[src/common/tunnel_defs.svh]
// timing, character codes and field constants of the serial tunnel parser
`ifndef TUNNEL_DEFS_SVH
`define TUNNEL_DEFS_SVH
`define CH_CR 8'h0D
`define CH_BELL 8'h07
`define CH_SP 8'h20
`define CH_TILDE 8'h7E
`define CH_S 8'h53
`define CH_O 8'h4F
`define CH_L 8'h4C
`define CH_LL 8'h6C
`define CH_C 8'h43
`define CH_M 8'h4D
`define CH_LM 8'h6D
`define CH_T 8'h54
`define CH_LT 8'h74
`define CH_R 8'h52
`define CH_LR 8'h72
`define CH_Z 8'h5A
`define CH_LZ 8'h7A
`define EXT_ID_DIGITS 4'h8
`define STD_ID_DIGITS 4'h3
`define MAX_DLC 4'h8
`define RATE_RESET 32'h0007_A120
`endif

[src/common/tunnel_pkg.sv]
// types shared by the serial tunnel command parser
package tunnel_pkg;
	typedef enum logic [1:0] {
		CH_CLOSED = 2'b00,
		CH_NORMAL = 2'b01,
		CH_SILENT = 2'b10,
		CH_LOOP = 2'b11
	} chan_mode_t;
	typedef enum logic [2:0] {
		PS_ID = 3'b000,
		PS_ARG = 3'b001,
		PS_SKIP = 3'b010,
		PS_RESP = 3'b011,
		PS_ACK = 3'b100,
		PS_NOTE = 3'b101
	} parse_state_t;
endpackage

[src/rtl/tunnel_cmd.sv]
// command interpreter and responder for the ascii can tunnel protocol
// Notes on behaviour
// - blocks hold only printable ascii plus one terminator.
// - carriage return ends a block as ack, bell as nack.
// - first character of a block selects its kind.
// - each host command gets exactly one response block.
// - commands and notifications always end with carriage return.
// - response ends with cr on success, bell on failure or unknown.
// - handler serves usb while a host is present, uart otherwise.
// - a changed bit rate goes to nonvolatile store, restored at power-up.
// - decimal bit-rate argument is stored; open channel uses it on reopen.
// - arguments 0..8 map to the rate table, others taken literally.
// - O opens normal mode with stored rate, reopening if open.
// - L opens listen-only mode with stored rate, reopening if open.
// - l opens normal mode with loopback, reopening if open.
// - C closes the channel; nothing happens when already closed.
// - M and m ignore printable arguments and answer success; an unprintable argument byte answers bell.
// - in listen-only mode the controller never drives the bus.
// - in listen-only mode host frames are dropped, reception continues.
// - with loopback, delivered frames return to host as notifications.
// - with flags on, loopback notifications carry a loopback flag.
// - hex digits accepted in upper case, lower case and decimal.
// - T has 8 id digits, t has 3, then dlc and payload bytes.
// - R and r hold only id digits and dlc, no payload.
// - opening flushes all buffers and resets statistics.
// - controller stays disabled after start-up until opened.
// - a frame dropped on a full transmit queue still answers success.
`include "tunnel_defs.svh"
module tunnel_cmd import tunnel_pkg::*; (
	input wire logic clk, // system clock
	input wire logic arst_n, // asynchronous reset
	input wire logic usb_host_present, // usb host connected
	input wire logic [7:0] usb_rx_data, // byte from usb serial
	input wire logic usb_rx_valid, // usb byte strobe
	input wire logic [7:0] uart_rx_data, // byte from uart
	input wire logic uart_rx_valid, // uart byte strobe
	input wire logic tx_ready, // serial sender takes a byte
	input wire logic flags_on, // frame flags enabled setting
	input wire logic [31:0] nv_rate, // stored bit rate at power-up
	input wire logic nv_rate_valid, // stored rate is valid
	input wire logic loop_done, // controller delivered a frame
	input wire logic loop_ext, // delivered frame has 29-bit id
	output logic [7:0] usb_tx_data, // byte to usb serial
	output logic usb_tx_valid, // usb byte strobe
	output logic [7:0] uart_tx_data, // byte to uart
	output logic uart_tx_valid, // uart byte strobe
	output logic can_enable, // controller enabled
	output logic can_silent, // controller never drives bus
	output logic can_loopback, // loopback notifications on
	output logic [31:0] can_rate, // rate applied at open
	output logic flush, // one-cycle buffer and counter clear
	output logic [28:0] frame_id, // frame identifier
	output logic frame_ext, // 29-bit identifier
	output logic frame_rtr, // remote frame
	output logic [3:0] frame_dlc, // data length code
	output logic [63:0] frame_data, // payload, first byte high
	output logic frame_valid, // one-cycle frame to queue
	output logic [31:0] nv_wr_rate, // rate to nonvolatile store
	output logic nv_wr // one-cycle store strobe
);
	// ****************************************
	// helpers
	// ****************************************
	function automatic logic is_hex(input logic [7:0] c);
		return (c >= 8'h30 && c <= 8'h39) || (c >= 8'h41 && c <= 8'h46) ||
			(c >= 8'h61 && c <= 8'h66);
	endfunction
	function automatic logic [3:0] hex_val(input logic [7:0] c);
		if (c <= 8'h39)
			return c[3:0];
		return 4'(c[3:0] + 4'h9);
	endfunction
	function automatic logic [31:0] rate_map(input logic [31:0] v);
		unique case (v)
			32'h0: return 32'd10000;
			32'h1: return 32'd20000;
			32'h2: return 32'd50000;
			32'h3: return 32'd100000;
			32'h4: return 32'd125000;
			32'h5: return 32'd250000;
			32'h6: return 32'd500000;
			32'h7: return 32'd800000;
			32'h8: return 32'd1000000;
			default: return v;
		endcase
	endfunction
	// ****************************************
	// link selection
	// ****************************************
	logic [7:0] rx_byte;
	logic rx_strobe;
	logic [7:0] out_byte;
	logic out_go;
	// rx from the unused port is dropped, never merged
	always_comb begin
		rx_byte = usb_host_present ? usb_rx_data : uart_rx_data;
		rx_strobe = usb_host_present ? usb_rx_valid : uart_rx_valid;
	end
	always_ff @(posedge clk or negedge arst_n) begin
		if (!arst_n) begin
			usb_tx_data <= 8'h00;
			usb_tx_valid <= 1'b0;
			uart_tx_data <= 8'h00;
			uart_tx_valid <= 1'b0;
		end else begin
			usb_tx_data <= out_byte;
			uart_tx_data <= out_byte;
			usb_tx_valid <= out_go && usb_host_present;
			uart_tx_valid <= out_go && !usb_host_present;
		end
	end
	// ****************************************
	// parser
	// ****************************************
	parse_state_t st_reg;
	logic [7:0] cmd_reg;
	logic [4:0] cnt_reg;
	logic bad_reg;
	logic [31:0] dec_reg;
	logic [28:0] id_reg;
	logic [3:0] dlc_reg;
	logic [63:0] pay_reg;
	logic ok_reg;
	logic loop_pend_reg;
	logic loop_ext_reg;
	logic [1:0] note_idx_reg;
	chan_mode_t mode_reg;
	logic [31:0] rate_reg;
	logic is_frame, ext, rtr;
	logic [4:0] id_n, need;
	logic printable;
	always_comb begin
		is_frame = cmd_reg == `CH_T || cmd_reg == `CH_LT ||
			cmd_reg == `CH_R || cmd_reg == `CH_LR;
		ext = cmd_reg == `CH_T || cmd_reg == `CH_R;
		rtr = cmd_reg == `CH_R || cmd_reg == `CH_LR;
		id_n = 5'(ext ? `EXT_ID_DIGITS : `STD_ID_DIGITS);
		// digits needed: id, dlc, then two per byte for data frames
		need = 5'(id_n + 5'd1 + (rtr ? 5'd0 : 5'({dlc_reg, 1'b0})));
		printable = rx_byte >= `CH_SP && rx_byte <= `CH_TILDE;
	end
	always_ff @(posedge clk or negedge arst_n) begin
		if (!arst_n) begin
			st_reg <= PS_ID;
			cmd_reg <= 8'h00;
			cnt_reg <= 5'h00;
			bad_reg <= 1'b0;
			dec_reg <= 32'h0;
			id_reg <= 29'h0;
			dlc_reg <= 4'h0;
			pay_reg <= 64'h0;
			ok_reg <= 1'b0;
		end else if (st_reg == PS_ID && rx_strobe) begin
			if (rx_byte != `CH_CR) begin
				cmd_reg <= rx_byte;
				cnt_reg <= 5'h00;
				bad_reg <= !printable;
				dec_reg <= 32'h0;
				id_reg <= 29'h0;
				dlc_reg <= 4'h0;
				pay_reg <= 64'h0;
				st_reg <= PS_ARG;
			end
		end else if (st_reg == PS_ARG && rx_strobe) begin
			if (rx_byte == `CH_CR) begin
				st_reg <= PS_RESP;
			end else if (!printable) begin
				bad_reg <= 1'b1;
			end else if (is_frame) begin
				if (!is_hex(rx_byte) || cnt_reg >= need ||
					(cnt_reg == id_n && hex_val(rx_byte) > `MAX_DLC))
					bad_reg <= 1'b1;
				else if (cnt_reg < id_n)
					id_reg <= 29'({id_reg, hex_val(rx_byte)});
				else if (cnt_reg == id_n)
					dlc_reg <= hex_val(rx_byte);
				else
					pay_reg <= {pay_reg[59:0], hex_val(rx_byte)};
				if (cnt_reg != 5'h1F)
					cnt_reg <= 5'(cnt_reg + 5'd1);
			end else if (cmd_reg == `CH_S) begin
				if (rx_byte < 8'h30 || rx_byte > 8'h39)
					bad_reg <= 1'b1;
				else
					dec_reg <= 32'(dec_reg * 32'd10 + 32'(rx_byte[3:0]));
			end else if (cmd_reg != `CH_M && cmd_reg != `CH_LM) begin
				bad_reg <= 1'b1;
			end
		end else if (st_reg == PS_RESP) begin
			// accepted frame commands answer z/Z then cr; others only the terminator
			ok_reg <= !bad_reg;
			unique case (cmd_reg)
				`CH_S, `CH_O, `CH_L, `CH_LL, `CH_C, `CH_M, `CH_LM: ;
				`CH_T, `CH_LT, `CH_R, `CH_LR:
					if (bad_reg || cnt_reg != need || mode_reg == CH_CLOSED)
						ok_reg <= 1'b0;
				default: ok_reg <= 1'b0;
			endcase
			st_reg <= PS_ACK;
		end else if (st_reg == PS_ACK && tx_ready) begin
			if (!(ok_reg && is_frame) || cnt_reg == 5'h1F) begin
				st_reg <= PS_ID;
			end else begin
				cnt_reg <= 5'h1F;
			end
		end else if (st_reg == PS_SKIP) begin
			st_reg <= PS_ID;
		end else if (st_reg == PS_ID && loop_pend_reg && tx_ready) begin
			st_reg <= PS_NOTE;
		end else if (st_reg == PS_NOTE && tx_ready && note_idx_reg == 2'd3) begin
			st_reg <= PS_ID;
		end
	end
	// ****************************************
	// output byte sequencing
	// ****************************************
	// notification here carries the block kind, optional flag and cr only;
	// full frame text is rendered by the receive path elsewhere
	always_comb begin
		out_byte = `CH_CR;
		out_go = 1'b0;
		if (st_reg == PS_ACK && tx_ready) begin
			out_go = 1'b1;
			if (!ok_reg)
				out_byte = `CH_BELL;
			else if (is_frame && cnt_reg != 5'h1F)
				out_byte = ext ? `CH_Z : `CH_LZ;
			else
				out_byte = `CH_CR;
		end else if (st_reg == PS_NOTE && tx_ready) begin
			out_go = note_idx_reg != 2'd1 || flags_on;
			unique case (note_idx_reg)
				2'd0: out_byte = loop_ext_reg ? `CH_T : `CH_LT;
				2'd1: out_byte = `CH_LL;
				2'd2: out_go = 1'b0;
				2'd3: out_byte = `CH_CR;
			endcase
		end
	end
	always_ff @(posedge clk or negedge arst_n) begin
		if (!arst_n) begin
			loop_pend_reg <= 1'b0;
			loop_ext_reg <= 1'b0;
			note_idx_reg <= 2'd0;
		end else begin
			if (st_reg == PS_NOTE && tx_ready)
				note_idx_reg <= 2'(note_idx_reg + 2'd1);
			else if (st_reg != PS_NOTE)
				note_idx_reg <= 2'd0;
			if (loop_done && mode_reg == CH_LOOP) begin
				loop_pend_reg <= 1'b1;
				loop_ext_reg <= loop_ext;
			end else if (st_reg == PS_NOTE && note_idx_reg == 2'd3 && tx_ready)
				loop_pend_reg <= 1'b0;
		end
	end
	// ****************************************
	// channel control
	// ****************************************
	logic exec;
	assign exec = st_reg == PS_RESP && !bad_reg;
	always_ff @(posedge clk or negedge arst_n) begin
		if (!arst_n) begin
			mode_reg <= CH_CLOSED;
			rate_reg <= `RATE_RESET;
			can_rate <= `RATE_RESET;
			can_enable <= 1'b0;
			can_silent <= 1'b0;
			can_loopback <= 1'b0;
			flush <= 1'b0;
			nv_wr <= 1'b0;
			nv_wr_rate <= 32'h0;
			frame_valid <= 1'b0;
			frame_id <= 29'h0;
			frame_ext <= 1'b0;
			frame_rtr <= 1'b0;
			frame_dlc <= 4'h0;
			frame_data <= 64'h0;
		end else begin
			flush <= 1'b0;
			nv_wr <= 1'b0;
			frame_valid <= 1'b0;
			if (nv_rate_valid && st_reg == PS_ID && !rx_strobe)
				rate_reg <= nv_rate;
			if (exec && cmd_reg == `CH_S) begin
				rate_reg <= rate_map(dec_reg);
				nv_wr_rate <= rate_map(dec_reg);
				nv_wr <= 1'b1;
			end
			if (exec && (cmd_reg == `CH_O || cmd_reg == `CH_L ||
				cmd_reg == `CH_LL)) begin
				// reopen is close then open: flush and new rate each time
				can_rate <= rate_reg;
				flush <= 1'b1;
				can_enable <= 1'b1;
				can_silent <= cmd_reg == `CH_L;
				can_loopback <= cmd_reg == `CH_LL;
				mode_reg <= cmd_reg == `CH_O ? CH_NORMAL :
					(cmd_reg == `CH_L ? CH_SILENT : CH_LOOP);
			end
			if (exec && cmd_reg == `CH_C) begin
				mode_reg <= CH_CLOSED;
				can_enable <= 1'b0;
				can_silent <= 1'b0;
				can_loopback <= 1'b0;
			end
			// queue-full is not seen here, so success stands regardless
			if (exec && is_frame && cnt_reg == need &&
				mode_reg != CH_CLOSED && mode_reg != CH_SILENT) begin
				frame_valid <= 1'b1;
				frame_id <= id_reg;
				frame_ext <= ext;
				frame_rtr <= rtr;
				frame_dlc <= dlc_reg;
				frame_data <= pay_reg << (7'd64 - 7'({dlc_reg, 3'b000}));
			end
		end
	end
endmodule // tunnel_cmd

[config.mk]
export PLATFORM = sky130hd
export DESIGN_NAME = tunnel_cmd
export DESIGN_NICKNAME = d
export VERILOG_FILES = /design/src/common/tunnel_pkg.sv /design/src/rtl/tunnel_cmd.sv
export VERILOG_INCLUDE_DIRS = /design/src /design/src/common
export SDC_FILE = /design/constraint.sdc
export NUM_CORES = 1
export LEC_CHECK = 0
export ABC_AREA = 1
export CELL_PAD_IN_SITES_DETAIL_PLACEMENT = 1
export CELL_PAD_IN_SITES_GLOBAL_PLACEMENT = 1
export CORE_MARGIN = 10
export CORE_UTILIZATION = 47
export DETAILED_ROUTE_END_ITERATION = 10
export DONT_BUFFER_PORTS = 1
export GPL_TIMING_DRIVEN = 0
export PLACE_DENSITY_LB_ADDON = 0.2
export SETUP_SLACK_MARGIN = 0.1
export SLEW_MARGIN = 10
export SYNTH_ARGS = -nofsm -noshare
export SYNTH_HDL_FRONTEND = slang
export SYNTH_SLANG_ARGS = --single-unit
[constraint.sdc]
create_clock -name clk -period 4.85 [get_ports clk]
set_clock_uncertainty 0.2 [all_clocks]
set_input_delay 1.455 -clock clk [delete_from_list [all_inputs] [get_ports clk]]
set_output_delay 1.455 -clock clk [all_outputs]
set_load 0.05 [all_outputs]
==> out/metrics.csv <==
metric,value,unit
largest net degree at the start of global routing,364,
worst-margin pin slew,1.51,ns
DRC,0,
crit-path max cell delay,0.40,ns
clock tree root driver cell,clkbuf_16,
"Max FO, Critical Path",10,
Leakage,0.0115,uW
vias after detailed routing,18900,
Initial DRC Count,1193,
DRT Wirelength,72.5,mm
post-synthesis cell area,20500,sq um
Final period util,90.3,%
Fill cells,5518,
Top delay family on crit path,simple AND/OR/NAND/NOR gates,
worst skew pair latency,0.57,ns
first-pass GRT wire length,114,mm
Crit path required time,5.10,ns
CP bufs+invs,3,
wire length per cell,21.2,microns
initial antenna violation count,1,
Fmax,228,MHz
PwrDens,432,nW/um^2
nets,2938,
Final setup viols,0,
Vias/cell,5.54,
Final Hold Viols,0,
DP Area,21300,sq um
vias in the first global route,20200,
Hold Path Origin,rate_reg[1],
CP endpoint kind,flip-flop,
area grow syn2layout,10.8,%
Max Buffers Root-to-Sink,3,
Crit path top cell by count,nand2_1,
top_reg_cell synth,dfrtp_1,
Worst Hold Class,reg2reg,
share of the yosys chip area belonging to registers,44.3,%
row count,76,
outcome,"complete, but fails checks",
number of flops mapped to enable cells by yosys,0,
sequential cell area,9100,sq um
ys async rst share,100,%
layout cell share with drive strength beyond 1,7.46,%
die area,52500,sq um
core area,43200,sq um
H-tree depth,2,
total gr overflow,0,
pre-CTS setup slack,-0.350,ns
Worst-path clk slew,0.06,ns
port buffer count,0,
Placer Congestion,0.945,
CP Launch Type,primary input,
final worst setup slack,0.469,ns
"commonest non-fill, non-tap cells in the layout","nand2_1 (1024), dfrtp_1 (349), inv_1 (259)",
overall power,9830,uW
total CTS buffers,41,
Die Y,229,microns
slowest stage cell on the critical path,fa_1,
Initial Utilization,47.6,%
min Tclk post-route,4.38,ns
Syn. warnings,0,
antenna-violating nets left,0,
multi-input logic area,9840,sq um
Synth cell types,52,
Max transition margin,-0.594,%
CTS tree,yes,
I/O pins,245,
post-route cell area,22800,sq um
final hold slack,0.272,ns
Critical Path AT,4.63,ns
clock sinks,363,
Die X,229,microns
failing checks,max-slew violations,
end-of-flow core utilization,52.7,%
final slew viol count,22,
R2R Path Start,dlc_reg[0],
number of synthesized register bits,363,
RSZ-0062 raised after global routing,yes,
Peak VDD IR,0.000304,V
"commonest non-fill, non-tap cell in the layout",nand2_1,
GRT Total Usage,27.1,%
detailed placement HPWL,56.1,mm
critical path launch point,usb_host_present,
First-pass DRT Iterations,5,
number of max-cap violations,0,
Mapped Cells,2749,
"critical path, cell by cell",buf_4 -> nand2_1 -> o21ai_0 -> inv_1 -> ha_1 -> inv_1 -> fa_1 -> o21ai_1 -> nand2_1 -> nor2_2 -> nand3_1 -> nor2_1 -> nand3_1 -> nor2_1 -> nand3b_1 -> nor2_1 -> nand2_1 -> nand2_1 -> nand2_1 -> nand2_1 -> nand2_1,
CP Class,in2reg,
syn avg cell area,7.47,sq um
worst paths after layout:
| path | endpoint | slack (ns) | cells after the start |
|---|---|---|---|
| max in group asynchronous | pay_reg[32] | 2.84 | 0 |
| setup reg to reg | id_reg[22] | 0.53 | 21 |
| hold reg to reg | can_rate[1] | 0.27 | 2 |
| hold / removal | can_rate[1] | 0.27 | 2 |
| min in group asynchronous | frame_id[14] | 0.38 | 0 |
| setup / recovery | dec_reg[25] | 0.47 | 21 |
stage by stage:
step | setup TNS, ns | instances
after floorplan | 0 | 2750
after global placement | -0.730 | 3335
after detailed placement | -2.05 | 3335
after CTS | 0 | 3410
after global routing | 0 | 3416
final | 0 | 3416
synth_stat cells, types with 9 or more instances:
library cell | n | area share [%]
nand2_1 | 1024 | 19
dfrtp_1 | 349 | 43
inv_1 | 259 | 4.7
o21ai_0 | 230 | 5.6
nor2_1 | 172 | 3.1
nand3_1 | 127 | 3.1
a21oi_1 | 80 | 1.9
clkbuf_1 | 80 | 1.5
ha_1 | 80 | 4.9
o21ai_2 | 62 | 2.6
nand4_1 | 37 | 1.1
o22ai_1 | 35 | 1.1
a31oi_1 | 17 | 0.52
mux2i_1 | 17 | 0.83
nor3_1 | 15 | 0.37
buf_6 | 14 | 0.77
dfstp_2 | 14 | 1.8
xor2_1 | 14 | 0.60
a22oi_1 | 12 | 0.44
buf_4 | 12 | 0.44
buf_1 | 9 | 0.16
repair_timing:
item	CTS	global route
resized for setup	2	13
setup buffers	0	5
endpoints found under the setup margin	44	193
hold endpoints to repair	0	0
pin swaps	0	1
gates cloned	0	0
hold buffers	0	0
worst reg2reg max path: stages, from the launching register on:
cell	delay [ns]
dfrtp_1	0.36
clkbuf_1	0.21
inv_2	0.30
buf_1	0.44
nor2_1	0.11
ha_1	0.33
nand2_1	0.06
a211oi_1	0.26
xnor2_1	0.16
ha_1	0.25
nand2_1	0.07
o21ai_0	0.10
nor2_1	0.21
o2111ai_1	0.14
a211oi_1	0.22
nand2_1	0.12
nand2_2	0.11
nand2_2	0.14
inv_2	0.15
buf_4	0.19
nand2_1	0.08
nand2_1	0.07
power by group:
group	switching, uW	internal [uW]	leakage (uW)
logic	1970	782	0.00590
clock network	1330	1950	0.000695
registers	453	3340	0.00488
total	3750	6080	0.0115
per-layer routing:
layer	vias to the layer above	track usage (%)	part of all wire (%)
li1	8972	-	-
met2	427	48.0	50
met3	145	6.19	6.0
met4	0	10.9	4.0
met1	9385	31.0	40
met5	-	0	0
kinds of logic after synthesis:
logic type	synth area share, %
simple gates	27.5
compound gates	13.4
buf+inv	7.85
flops	44.3
fa+ha+maj	5.07
xor+xnor	0.932
mux	0.883
other cells	0.0183
layout make-up:
class                      count  share of cell area, %
antenna                        1                 0.0110
buffer                       120                   2.70
clock buffer                  58                   5.27
clock inverter                17                  0.979
inverter                     268                   4.42
multi-input combinational   1999                   43.2
sequential                   363                   40.0
tap                          585                   3.22
timing repair buffer           5                  0.165
Power figures use the tool's default switching activity.
